--- src/rtl/smc_pkg.sv ---
// standby mode control: register layout, mode codes and wait counts
// assumes one 20 MHz system clock and a plain register port from the cpu
// Overview of operation
// - control register access only while register window bit clear; status reads always
// - sleep in fast modes: bit7 picks sleep/standby, watch instead if to_sub_sel
// - sleep in subactive: bit7 picks subsleep/watch, settle instead if to_sub_sel clear
// - interrupts never alter the standby select bit
// - bits 6..4 pick oscillation settle wait
// - codes 0..5 give 8192..262144 states
// - bits 2..0 pick bus master clock divider
// - subclock drives cpu in slow modes if enabled
package smc_pkg;
	localparam logic [7:0] SMC_STANDBY_CONTROL_OFS = 8'h00;
	localparam logic [7:0] SMC_STATUS_OFS = 8'h01;
	localparam logic [7:0] SMC_STANDBY_CONTROL_RST = 8'h00;
	localparam logic [7:0] SMC_WRITE_MASK = 8'hF7;
	localparam int SMC_SEL_BIT = 7;
	localparam int SMC_WAIT_LSB = 4;
	localparam int SMC_DIV_LSB = 0;
	localparam logic [2:0] SMC_WAIT_RESERVED = 3'h6;
	localparam logic [2:0] SMC_WAIT_SHORT = 3'h7;
	localparam logic [18:0] SMC_WAIT_SHORT_STATES = 19'h00010;
	localparam logic [18:0] SMC_WAIT_BASE_STATES = 19'h02000;
	localparam logic [2:0] SMC_DIV_MAX = 3'h5;
	localparam int SMC_DIV_W = 5;
	typedef enum logic [2:0] {
		SMC_HIGH = 3'b000,
		SMC_MEDIUM = 3'b001,
		SMC_SLEEP = 3'b010,
		SMC_STANDBY = 3'b011,
		SMC_SUBACTIVE = 3'b100,
		SMC_SUBSLEEP = 3'b101,
		SMC_WATCH = 3'b110,
		SMC_SETTLE = 3'b111
	} smc_mode_type;
endpackage

--- src/rtl/smc_standby_ctrl.sv ---
// standby control register, low-power mode select and settle counter
// assumes the cpu raises sleep_cmd for one cycle and wake_req on a cancelling interrupt
`timescale 1ns/1ps
module smc_standby_ctrl import smc_pkg::*; (
	input wire logic core_clk,
	input wire logic rst,
	input wire logic [7:0] reg_addr,
	input wire logic [7:0] reg_wdata,
	input wire logic reg_wr,
	input wire logic reg_rd,
	output logic [7:0] reg_rdata,
	input wire logic register_window_select,
	input wire logic sleep_cmd,
	input wire logic wake_req,
	input wire logic to_sub_sel,
	input wire logic wake_to_sub,
	input wire logic subclock_input_enable,
	output logic [2:0] mode,
	output logic cpu_clk_ready,
	output logic bus_clk_en,
	output logic use_subclock
);
	smc_mode_type mode_r;
	smc_mode_type mode_nxt;
	logic [7:0] standby_control_r;
	logic [18:0] settle_cnt_r;
	logic [18:0] settle_target;
	logic deep_sleep_select;
	logic [2:0] wait_sel;
	logic [2:0] div_sel;
	logic win_open;

	assign deep_sleep_select = standby_control_r[SMC_SEL_BIT];
	assign wait_sel = standby_control_r[SMC_WAIT_LSB +: 3];
	assign div_sel = standby_control_r[SMC_DIV_LSB +: 3];
	assign win_open = !register_window_select;

	// only reset and software writes touch the register; mode changes never do
	always_ff @(posedge core_clk) begin
		if (rst) begin
			standby_control_r <= SMC_STANDBY_CONTROL_RST;
		end else if (reg_wr && win_open && reg_addr == SMC_STANDBY_CONTROL_OFS) begin
			standby_control_r <= reg_wdata & SMC_WRITE_MASK;
		end
	end

	always_ff @(posedge core_clk) begin
		if (rst) begin
			reg_rdata <= 8'h00;
		end else if (reg_rd && win_open && reg_addr == SMC_STANDBY_CONTROL_OFS) begin
			reg_rdata <= standby_control_r;
		end else if (reg_rd && reg_addr == SMC_STATUS_OFS) begin
			reg_rdata <= {4'h0, cpu_clk_ready, mode_r};
		end else begin
			reg_rdata <= 8'h00;
		end
	end

	always_comb begin
		case (wait_sel)
			3'h0, 3'h1, 3'h2, 3'h3, 3'h4, 3'h5: settle_target = SMC_WAIT_BASE_STATES << wait_sel;
			SMC_WAIT_SHORT: settle_target = SMC_WAIT_SHORT_STATES;
			default: settle_target = SMC_WAIT_BASE_STATES << SMC_DIV_MAX; // reserved code: longest wait
		endcase
	end

	always_comb begin
		mode_nxt = mode_r;
		case (mode_r)
			SMC_HIGH, SMC_MEDIUM: begin
				if (sleep_cmd) begin
					if (!deep_sleep_select) begin
						mode_nxt = SMC_SLEEP;
					end else if (to_sub_sel) begin
						mode_nxt = SMC_WATCH;
					end else begin
						mode_nxt = SMC_STANDBY;
					end
				end else begin
					mode_nxt = (div_sel == 3'h0) ? SMC_HIGH : SMC_MEDIUM;
				end
			end
			SMC_SUBACTIVE: begin
				if (sleep_cmd) begin
					if (!deep_sleep_select) begin
						mode_nxt = SMC_SUBSLEEP;
					end else if (to_sub_sel) begin
						mode_nxt = SMC_WATCH;
					end else begin
						mode_nxt = SMC_SETTLE;
					end
				end
			end
			SMC_SLEEP: if (wake_req) mode_nxt = (div_sel == 3'h0) ? SMC_HIGH : SMC_MEDIUM;
			SMC_SUBSLEEP: if (wake_req) mode_nxt = SMC_SUBACTIVE;
			SMC_STANDBY: if (wake_req) mode_nxt = SMC_SETTLE;
			SMC_WATCH: if (wake_req) mode_nxt = wake_to_sub ? SMC_SUBACTIVE : SMC_SETTLE;
			SMC_SETTLE: begin
				if (settle_cnt_r + 19'h1 >= settle_target) begin
					mode_nxt = SMC_HIGH;
				end
			end
			default: mode_nxt = SMC_HIGH;
		endcase
	end

	always_ff @(posedge core_clk) begin
		if (rst) begin
			mode_r <= SMC_HIGH;
		end else begin
			mode_r <= mode_nxt;
		end
	end

	// counter restarts whenever the oscillator restarts
	always_ff @(posedge core_clk) begin
		if (rst || mode_r != SMC_SETTLE) begin
			settle_cnt_r <= 19'h0;
		end else begin
			settle_cnt_r <= settle_cnt_r + 19'h1;
		end
	end

	assign mode = mode_r;
	assign cpu_clk_ready = (mode_r != SMC_SETTLE && mode_r != SMC_STANDBY && mode_r != SMC_WATCH);
	// slow modes run from the subclock only when its input is enabled
	assign use_subclock = subclock_input_enable && (mode_r == SMC_SUBACTIVE || mode_r == SMC_SUBSLEEP
		|| mode_r == SMC_WATCH);

	smc_clk_div u_div (
		.core_clk(core_clk),
		.rst(rst),
		.div_sel(div_sel),
		.bus_clk_en(bus_clk_en)
	);
endmodule // smc_standby_ctrl

--- src/rtl/smc_clk_div.sv ---
// bus master clock enable divider
// assumes a single clock; output is a one-cycle enable pulse, held high when div_sel is 0
`timescale 1ns/1ps
module smc_clk_div import smc_pkg::*; (
	input wire logic core_clk,
	input wire logic rst,
	input wire logic [2:0] div_sel,
	output logic bus_clk_en
);
	logic [SMC_DIV_W-1:0] cnt_r;
	logic [SMC_DIV_W-1:0] mask;
	always_comb begin
		case (div_sel)
			3'h0: mask = 5'h00;
			3'h1: mask = 5'h01;
			3'h2: mask = 5'h03;
			3'h3: mask = 5'h07;
			3'h4: mask = 5'h0F;
			3'h5: mask = 5'h1F;
			default: mask = 5'h00; // prohibited codes fall back to full speed
		endcase
	end
	always_ff @(posedge core_clk) begin
		if (rst) begin
			cnt_r <= 5'h00;
		end else begin
			cnt_r <= (cnt_r + 5'h01) & mask;
		end
	end
	assign bus_clk_en = ((cnt_r & mask) == mask);
endmodule // smc_clk_div

--- config.mk ---
export PLATFORM = sky130hd
export DESIGN_NAME = smc_standby_ctrl
export DESIGN_NICKNAME = d
export VERILOG_FILES = /design/src/rtl/smc_pkg.sv /design/src/rtl/smc_standby_ctrl.sv /design/src/rtl/smc_clk_div.sv
export SDC_FILE = /design/constraint.sdc
export NUM_CORES = 1
export LEC_CHECK = 0
export ABC_AREA = 1
export BUFFER_PORTS_ARGS = -buffer_cell sky130_fd_sc_hd__buf_2
export CELL_PAD_IN_SITES_DETAIL_PLACEMENT = 1
export CELL_PAD_IN_SITES_GLOBAL_PLACEMENT = 2
export CORE_AREA = 2 2 96 80
export DETAILED_ROUTE_END_ITERATION = 7
export DIE_AREA = 0 0 98 82
export PLACE_DENSITY = 0.84
export SKIP_CTS_REPAIR_TIMING = 1
export SLEW_MARGIN = 25
export SYNTH_ARGS = -nofsm -noshare
export SYNTH_HDL_FRONTEND = slang
export SYNTH_SLANG_ARGS = --single-unit
--- constraint.sdc ---
create_clock -name core_clk -period 8.5 [get_ports core_clk]
set_input_delay 1.275 -clock core_clk [delete_from_list [all_inputs] [get_ports core_clk]]
set_output_delay 1.275 -clock core_clk [all_outputs]
set_load 0.05 [all_outputs]
==> metrics.txt, run 1 <==
fill cell count 957; status finished, final reports clean; initial drt markers 53; Worst R2R Setup Slack 5.40 ns; Final Hold Vio Count 0; Rows 28; clock root cell clkbuf_8; CTS max path bufs 2; final setup fails 0; Synth cell types 35; Worst Tran Pin Value 0.735 ns; Most used DFF post-synth dfxtp_1; TritonRoute pass-1 iters 6; kind of critical path flip-flop to output port; CTS H-tree depth 2; GRT overflow 0; I/O Pins 40; PD cells 162 mW/mm²; cell count after synthesis 325; Initial Util 32.1%; Power Total 430 µW; crit end category output port; IO buf count 38; final hold slack 0.486 ns; CTS sink count 42; FF/Latch Area 841 µm²; RR Startpoint settle_cnt_r[0]; Top delay family on crit path compound AO/OA/AOI/OAI gates; CP dominant cell by count nand2_1; syn nets 361; CP Launch Type flip-flop; CP max FO 5; Die Area 0.00804 mm²; min Tclk post-route 3.27 ns; Slew headroom 50.9%; synth top area cells dfxtp_1, nand2_1, nor2_1, inv_1, ha_1; Switch Pwr 146 µW; post-route cell area 0.00266 mm²; crit path buf inv count 3; net switching fraction of the power 34.0%; Crit path arrival time 2.00 ns; crit-path cells inv_1 > nand2_1 > nor2_1 > inv_1 > nand2_1 > a21oi_1 > o21ai_0 > nand2_1 > o21ai_0 > a21oi_1 > buf_2; Via density 4.70; RSZ-0062 raised after global routing false; post-synthesis sequential area ratio 36.9%; max cap viols 0; Post-DRT Antenna Nets 0; synthesized cell area 0.00228 mm²; CP peak stage delay 0.35 ns; antenna violations before repair 0; Final Net Count 402; layout cells sized above 1 19.3%; ant diodes 0; critical path startpoint standby_control_r[1]; Worst VDD drop 0.0503 mV; Yosys top cell by area dfxtp_1; Yosys top cell area share 36.9%; total CTS buffers 5; largest net degree at the start of global routing 20; Avg Synthesized Cell Area 7.02 µm²; Hold/Removal Path Class flip-flop to flip-flop; setup tns final 0 ns; crit path to bus_clk_en; fmax 0.306 GHz; clock network fraction of total power 30.6%; aggregate routed wire length 5760 µm; first-pass GRT wire length 9570 µm; Final Cycle Share 38.5%; final count of pins violating max slew 0; routed vias 2146; GP Congestion 0.756; Async SR Flop Fraction 0%; Ys Warns 0; r2r endpoint mode[0]; TritonCTS clock tree built; multi-input logic area 0.00126 mm²; Leak 0.00113 µW; Clk pin slew, worst setup/hold paths 0.09 ns; stages on the worst setup path 11; placed cell area 0.00257 mm²; clock latency on the worst-skew pair 0.30 ns; WL per Instance 12.6 µm; Yosys reg bits 42; Post-synth EDFFs 0; HPWL after detailed placement 4640 µm; synthesis-to-layout area growth 16.6%; vias in the first global route 2088; Comb power frac 20.3%; r2r worst-path depth 21; Critical Path RT 7.22 ns; Die W 98 µm; Total GRT Usage 14.9%; DRC viols 0; design internal power 284 µW; Die Height 82 µm; core area 0.00711 mm²; Slowest cell on crit path dfxtp_1; Clock Skew 0.0138 ns; Seq pwr share 49.1%
## synthesized netlist by cell type, types with 3 or more instances
cell type  count
nand2_1       66
nor2_1        47
inv_1         45
dfxtp_1       42
a21oi_1       20
nand3_1       17
o21ai_0       13
ha_1          10
nand2_2        7
nor3_1         7
nand4_1        6
clkbuf_1       4
nor2_4         4
or2_2          4
xor2_1         4
nor2_2         3
nor4_1         3
## power groups by stage
stage | sequential [µW] | clock [µW] | combinational (µW)
after detailed placement | 216 | 0 | 88.9
after floorplan | 232 | 0 | 44.9
after CTS | 211 | 136 | 88.9
final | 211 | 132 | 87.3
after global routing | 213 | 145 | 97.6
after global placement | 216 | 0 | 87.0
## worst min path at each step
stage / startpoint / end / slack, ns / depth (start not counted)
after floorplan: settle_cnt_r[0] / settle_cnt_r[0] / 0.44 / 1
after global placement: settle_cnt_r[0] / settle_cnt_r[0] / 0.46 / 1
after detailed placement: settle_cnt_r[0] / settle_cnt_r[0] / 0.47 / 1
after CTS: settle_cnt_r[0] / settle_cnt_r[0] / 0.49 / 1
after global routing: settle_cnt_r[0] / settle_cnt_r[0] / 0.54 / 1
final: settle_cnt_r[0] / settle_cnt_r[0] / 0.49 / 1
## state kept, by name, indices dropped and copies added (netlist names)
name,flops
mode,3
reg_rdata,8
standby_control_r,7
settle_cnt_r,19
u_div.cnt_r,5
## kinds of logic (layout without fill, tap and decap cells)
family          after synthesis  count (layout)  share of synthesized area (%)
compound gates               48              48                           12.4
xor+xnor                      4               4                           1.54
fa+ha+maj                    10              10                           5.49
buf+inv                      49              91                           8.06
flops                        42              42                           36.9
simple gates                172             172                           35.7
## per-layer routing
layer  global-route usage (%)  up-vias  wire length (µm)
li1                         -     1139                 -
met1                     21.1      972              3100
met2                     23.0       30              2430
met3                     2.98        5               174
met4                     4.58        0                58
met5                        0        -                 0
## through the flow
stage / cells / worst slack, ns / utilization [%]
5_1_grt: 457 / 4.97 / 37.4
2_1_floorplan: 325 / 5.27 / -
3_3_place_gp: 449 / 5.42 / 36.1
3_5_place_dp: 449 / 5.40 / 36.1
6_report: 457 / 5.23 / 37.4
4_1_cts: 457 / 5.20 / 37.4
## final cells by class
cell class,instances,share of cell area [%]
clock buffers,5,2.59
repair buffers,38,7.15
well taps,90,4.24
multi-input cells,234,47.2
flip-flops and latches,42,31.6
clock inverters,3,0.800
inverters,45,6.35
## layout by cell type, fill, tap and decap left out, drive strengths merged
cell	count
nand2	73
nor2	54
inv	45
dfxtp	42
buf	38
a21oi	21
nand3	19
o21ai	15
ha	10
nor3	8
nand4	6
clkbuf	5
or2	5
xor2	4
nor4	3
o32ai	2
nand3b	2
o21bai	2
o211ai	2
nor3b	2
clkinv	2
a31oi	1
o221ai	1
o22ai	1
o2111ai	1
o41ai	1
o311ai	1
clkinvlp	1
(Power assumes the default switching activity.)
==> run 2, diff against run 1 <==
--- a/config.mk
+++ b/config.mk
@@ -5,14 +5,14 @@
 export SDC_FILE = /design/constraint.sdc
 export NUM_CORES = 1
 export LEC_CHECK = 0
-export ABC_AREA = 1
+export ABC_AREA = 0
 export BUFFER_PORTS_ARGS = -buffer_cell sky130_fd_sc_hd__buf_2
 export CELL_PAD_IN_SITES_DETAIL_PLACEMENT = 1
 export CELL_PAD_IN_SITES_GLOBAL_PLACEMENT = 2
 export CORE_AREA = 2 2 96 80
 export DETAILED_ROUTE_END_ITERATION = 7
 export DIE_AREA = 0 0 98 82
-export PLACE_DENSITY = 0.84
+export PLACE_DENSITY = 0.78
 export SKIP_CTS_REPAIR_TIMING = 1
 export SLEW_MARGIN = 25
 export SYNTH_ARGS = -nofsm -noshare
==> constraint.sdc (replaced) <==
create_clock -name core_clk -period 3.4 [get_ports core_clk]
set_input_delay 0.51 -clock core_clk [delete_from_list [all_inputs] [get_ports core_clk]]
set_output_delay 0.51 -clock core_clk [all_outputs]
set_load 0.05 [all_outputs]
==> metrics.txt, run 2 <==
Synth cell types 53 (+51%); Final Cycle Share 92.0%; Via density 5.17 (+10%); Die Height 82 µm (unchanged); RR Startpoint settle_cnt_r[9]; final count of pins violating max slew 0 (unchanged); GRT overflow 0 (unchanged); CP dominant cell by count and3_1; CP max FO 8 (+3); DRC viols 0 (unchanged); Largest regs settle_cnt_r (19), reg_rdata (8), standby_control_r (7); aggregate routed wire length 5570 µm (-3.2%); crit-path cells and3_1 > nand4_1 > and2b_1 > and3_1 > xor2_1 > ha_1 > and3_1 > and4_1 > o311a_1 > a31oi_2 > o21ai_2 > a311oi_1; fin cells 385 (-16%); HPWL after detailed placement 4070 µm (-12%); clock root cell clkbuf_8; fmax 0.320 GHz; Most flops, register settle_cnt_r; fill cell count 869 (-9.2%); max cap viols 0 (unchanged); post-route cell area 0.00267 mm² (+0.52%); CP Launch Type flip-flop; TritonCTS clock tree built; Final Net Count 330 (-18%); Crit path arrival time 3.32 ns (+1.32 ns); ant diodes 0 (unchanged); Largest register FFs 19 (unchanged); Total GRT Usage 14.3% (-0.68 points); layout cells sized above 1 20.3% (+0.99 points); Hold/Removal Path Class primary input to flip-flop; TritonRoute pass-1 iters 4 (-2); Async SR Flop Fraction 0% (unchanged); first-pass GRT wire length 9130 µm (-4.6%); Clk pin slew, worst setup/hold paths 0.09 ns (about the same); Post-synth EDFFs 0 (unchanged); CTS sink count 42 (unchanged); IO buf count 38 (unchanged); CTS H-tree depth 2 (unchanged); most frequent cells in the layout dfxtp_1, buf_2, nor2_1; post-synthesis sequential area ratio 37.1% (+0.26 points); clock latency on the worst-skew pair 0.30 ns (about the same); kind of critical path flip-flop to flip-flop; Critical Path RT 3.59 ns (-3.63 ns); I/O Pins 40 (unchanged); CP peak stage delay 0.47 ns (+0.12 ns); synth top area cells dfxtp_1, ha_1, nor2_1, xor2_1, mux2i_1; Yosys top cell by area dfxtp_1; Worst VDD drop 0.312 mV (+520%); Slowest cell on crit path dfxtp_1; Hold Path Origin reg_wdata[0]; min Tclk post-route 3.13 ns; Rows 28 (unchanged); GP Congestion 0.764 (+1.1%); WL per Instance 14.5 µm (+15%); Initial Util 31.8% (-0.23 points); synthesis-to-layout area growth 18.0%; final setup fails 0 (unchanged); Leak 0.00111 µW (-1.4%); Commonest cells post-synth dfxtp_1, nor2_1, nand3_1, nand2_1; Avg Synthesized Cell Area 8.68 µm² (+24%); antenna violations before repair 0 (unchanged); Power Total 1330 µW (+210%); Most used DFF post-synth dfxtp_1; core area 0.00711 mm² (unchanged); total CTS buffers 5 (unchanged); initial drt markers 75 (+42%); Yosys top cell area share 37.1% (+0.26 points); Ys Warns 0 (unchanged); Post-DRT Antenna Nets 0 (unchanged); PD cells 498 mW/mm² (+210%); Die W 98 µm (unchanged); status finished, final reports clean; crit end category flip-flop; cell count after synthesis 261 (-20%); placed insts 377 (-16%); RSZ-0062 raised after global routing false; routed vias 1990 (-7.3%); top-count cell post-synth dfxtp_1; largest net degree at the start of global routing 20 (unchanged); Worst Tran Pin Value 0.603 ns (-0.132 ns); CTS max path bufs 2 (unchanged); Die Area 0.00804 mm² (unchanged); critical path startpoint settle_cnt_r[9]; synthesized cell area 0.00226 mm² (-0.71%); syn nets 297 (-18%); placed cell area 0.00252 mm² (-1.7%); Clock Skew 0.0126 ns (-0.00114 ns); vias in the first global route 1885 (-9.7%); Final Hold Vio Count 0 (unchanged); setup tns final 0 ns (unchanged); Yosys reg bits 42 (unchanged); Slew headroom 59.7% (+8.9 points); most common cell after layout, fill and taps aside dfxtp_1
## run 2: changes by cell type after synthesis, sizes merged, moves of 5 or more
cell | previous run | this run
and3 | 0 | 12
o21ai | 15 | 9
nand2 | 73 | 14
or3 | 0 | 5
a21oi | 21 | 10
nor2b | 0 | 8
mux2i | 0 | 9
xor2 | 4 | 12
clkbuf | 4 | 12
nor2 | 54 | 29
inv | 45 | 2
xnor2 | 0 | 8
## run 2: path summary, 6_finish.rpt
kind         cells after the start                    to  slack [ns]
max                             12               mode[1]        0.27
min                              3  standby_control_r[0]        0.44
max reg2reg                     12               mode[1]        0.27
min reg2reg                      1       settle_cnt_r[0]        0.49
## run 2: layout make-up
class                           instances  area (µm²)  area share [%]
Timing Repair Buffer                   39         198            7.40
Clock inverter                          2        60.1            2.25
Inverter                                2        7.51           0.281
Multi-Input combinational cell        204        1370            51.2
Tap cell                               90         113            4.21
Clock buffer                            6        82.6            3.09
Sequential cell                        42         843            31.6
## run 2: metrics by stage
step,setup WS (ns),hold slack [ns],utilization [%]
CTS,0.154,0.431,37.5
global route,0.0216,0.449,37.6
global placement,0.356,0.488,35.5
finish,0.271,0.439,37.6
detailed placement,0.236,0.506,35.5
floorplan,0.525,0.465,-
## run 2: where the power goes
group          switching (µW)  internal [µW]  total, µW
combinational             160           93.3        253
clock                     186            314        500
sequential               68.8            508        577
## run 2: kinds of logic after synthesis
kind of cell / count (synthesis) / synth area share [%]
simple gates: 122 / 29.9
buf+inv: 15 / 2.54
mux: 9 / 3.98
flops: 42 / 37.1
compound gates: 43 / 13.2
fa+ha+maj: 10 / 5.52
xor+xnor: 20 / 7.73
## run 2: worst max-delay path, delay by kind of cell (launching register included)
kind,cells,cell delay [ns]
AND/OR/NAND/NOR,6,1.25
AO/OA/AOI/OAI,4,0.80
flip-flops,1,0.47
adder cells (fa/ha/maj),1,0.28
XOR/XNOR,1,0.20
## run 2: metal layers
| metal | wire [µm] | global-route usage, % | vias up |
|---|---|---|---|
| met1 | 2770 | 19.8 | 959 |
| met5 | 0 | 0 | - |
| met4 | 80 | 5.00 | 0 |
| met2 | 2560 | 22.3 | 22 |
| li1 | - | - | 1001 |
| met3 | 161 | 2.72 | 8 |
==> run 3, diff against run 2 <==
--- a/config.mk
+++ b/config.mk
@@ -9,9 +9,9 @@
 export BUFFER_PORTS_ARGS = -buffer_cell sky130_fd_sc_hd__buf_2
 export CELL_PAD_IN_SITES_DETAIL_PLACEMENT = 1
 export CELL_PAD_IN_SITES_GLOBAL_PLACEMENT = 2
-export CORE_AREA = 2 2 96 80
+export CORE_AREA = 3 3 97 81
 export DETAILED_ROUTE_END_ITERATION = 7
-export DIE_AREA = 0 0 98 82
+export DIE_AREA = 0 0 100 84
 export PLACE_DENSITY = 0.78
 export SKIP_CTS_REPAIR_TIMING = 1
 export SLEW_MARGIN = 25
==> metrics.txt, run 3 (synthesis results as in run 2) <==
status finished, final reports clean; GP Congestion 0.715 (-6.4%); DRC viols 0 (unchanged); Most flops, register settle_cnt_r; layout cells sized above 1 20.3% (unchanged); fmax 0.321 GHz (+0.30%); Slowest cell on crit path dfxtp_1; total CTS buffers 5 (unchanged); final setup fails 0 (unchanged); CTS max path bufs 2 (unchanged); final hold slack 0.438 ns (-0.000309 ns); Power Total 1230 µW (-7.5%); crit end category flip-flop; Via density 5.19 (+0.43%); most frequent cells in the layout dfxtp_1, buf_2, nor2_1; WL per Instance 14.7 µm (+1.3%); max cap viols 0 (unchanged); fill cell count 837 (-3.7%); routed vias 1983 (-0.35%); crit-path cells and3_1 > nand4_1 > and2b_1 > and3_1 > xor2_1 > ha_1 > and3_1 > and4_1 > o311a_1 > a31oi_2 > o21ai_2 > a311oi_1; Die Area 0.00840 mm² (+4.5%); clock latency on the worst-skew pair 0.30 ns (about the same); setup tns final 0 ns (unchanged); initial drt markers 63 (-16%); Worst VDD drop 0.280 mV (-10%); min Tclk post-route 3.12 ns (-0.00947 ns); ant diodes 0 (unchanged); vias in the first global route 2032 (+7.8%); HPWL after detailed placement 4240 µm (+4.2%); Post-DRT Antenna Nets 0 (unchanged); antenna violations before repair 0 (unchanged); CP peak stage delay 0.48 ns (about the same); Die Height 84 µm (+2.4%); Largest regs settle_cnt_r (19), reg_rdata (8), standby_control_r (7); Worst Tran Pin Value 0.566 ns (-0.0368 ns); aggregate routed wire length 5600 µm (+0.54%); first-pass GRT wire length 9890 µm (+8.3%); core area 0.00686 mm² (-3.6%); pre-CTS setup slack 0.222 ns (-0.0138 ns); TritonRoute pass-1 iters 4 (unchanged); most common cell after layout, fill and taps aside dfxtp_1; PD cells 466 mW/mm² (-6.3%); Slew headroom 62.2% (+2.5 points); CTS sink count 42 (unchanged); largest net degree at the start of global routing 20 (unchanged); Largest register FFs 19 (unchanged); Clock Skew 0.00742 ns (-0.00522 ns); Critical Path RT 3.62 ns (+0.03 ns); synthesis-to-layout area growth 16.5%; GRT overflow 0 (unchanged); Final Cycle Share 91.8% (-0.28 points); clock root cell clkbuf_8; IO buf count 38 (unchanged); crit path buf inv count 0 (unchanged); Rows 27 (-3.6%); Final Hold Vio Count 0 (unchanged); Crit path arrival time 3.34 ns (+0.02 ns); Initial Util 33.0% (+1.2 points); I/O Pins 40 (unchanged); CTS H-tree depth 2 (unchanged); final setup margin 0.280 ns (+0.00947 ns); CP Launch Type flip-flop; Final Net Count 330 (unchanged); final count of pins violating max slew 0 (unchanged); Top delay family on crit path simple AND/OR/NAND/NOR gates; RSZ-0062 raised after global routing false; Total GRT Usage 14.3% (+0.033 points); kind of critical path flip-flop to flip-flop; Clk pin slew, worst setup/hold paths 0.09 ns (about the same); CP dominant cell by count and3_1; Leak 0.00110 µW (-1.2%); Hold/Removal Path Class primary input to flip-flop; Die W 100 µm (+2.0%); TritonCTS clock tree built; CP max FO 8 (unchanged)
## run 3: final cells by class
type                            instances  area (µm²)  area share [%]
Sequential cell                        42         843            32.0
Multi-Input combinational cell        204        1370            51.9
Clock buffer                            5        68.8            2.61
Clock inverter                          3        43.8            1.66
Tap cell                               87         109            4.13
Inverter                                2        7.51           0.284
Timing Repair Buffer                   39         198            7.49
## run 3: final timing paths
check	endpoint	startpoint	cells after the start	slack, ns
worst min register to register	settle_cnt_r[0]	settle_cnt_r[0]	1	0.49
worst min-delay path	standby_control_r[0]	reg_wdata[0]	3	0.44
worst max-delay path	mode[0]	settle_cnt_r[9]	12	0.28
worst max register to register	mode[0]	settle_cnt_r[9]	12	0.28
## run 3: metal layers
layer,share of wire [%],track usage [%],vias to the layer above
li1,-,-,1010
met1,53,20.8,941
met2,44,21.2,24
met3,2.4,2.92,8
met4,0.98,4.04,0
met5,0,0,-
## run 3: metrics by stage
stage / area (µm²) / util [%] / cells
2_1_floorplan: 2260 / - / 261
3_3_place_gp: 2520 / 36.8 / 374
3_5_place_dp: 2520 / 36.8 / 374
4_1_cts: 2630 / 38.4 / 382
5_1_grt: 2640 / 38.5 / 382
6_report: 2640 / 38.5 / 382
## run 3: where the power goes
part	switching, µW	internal, µW	total, µW
registers	66.4	508	574
logic	153	92.9	246
clock network	189	220	410
## run 3: worst register-to-register path, stage by stage, from the launching register on
cell and delay (ns):
dfxtp_1 0.48, and3_1 0.30, nand4_1 0.13, and2b_1 0.27, and3_1 0.18, xor2_1 0.23, ha_1 0.30, and3_1 0.20
and4_1 0.18, o311a_1 0.14, a31oi_2 0.28, o21ai_2 0.11, a311oi_1 0.25
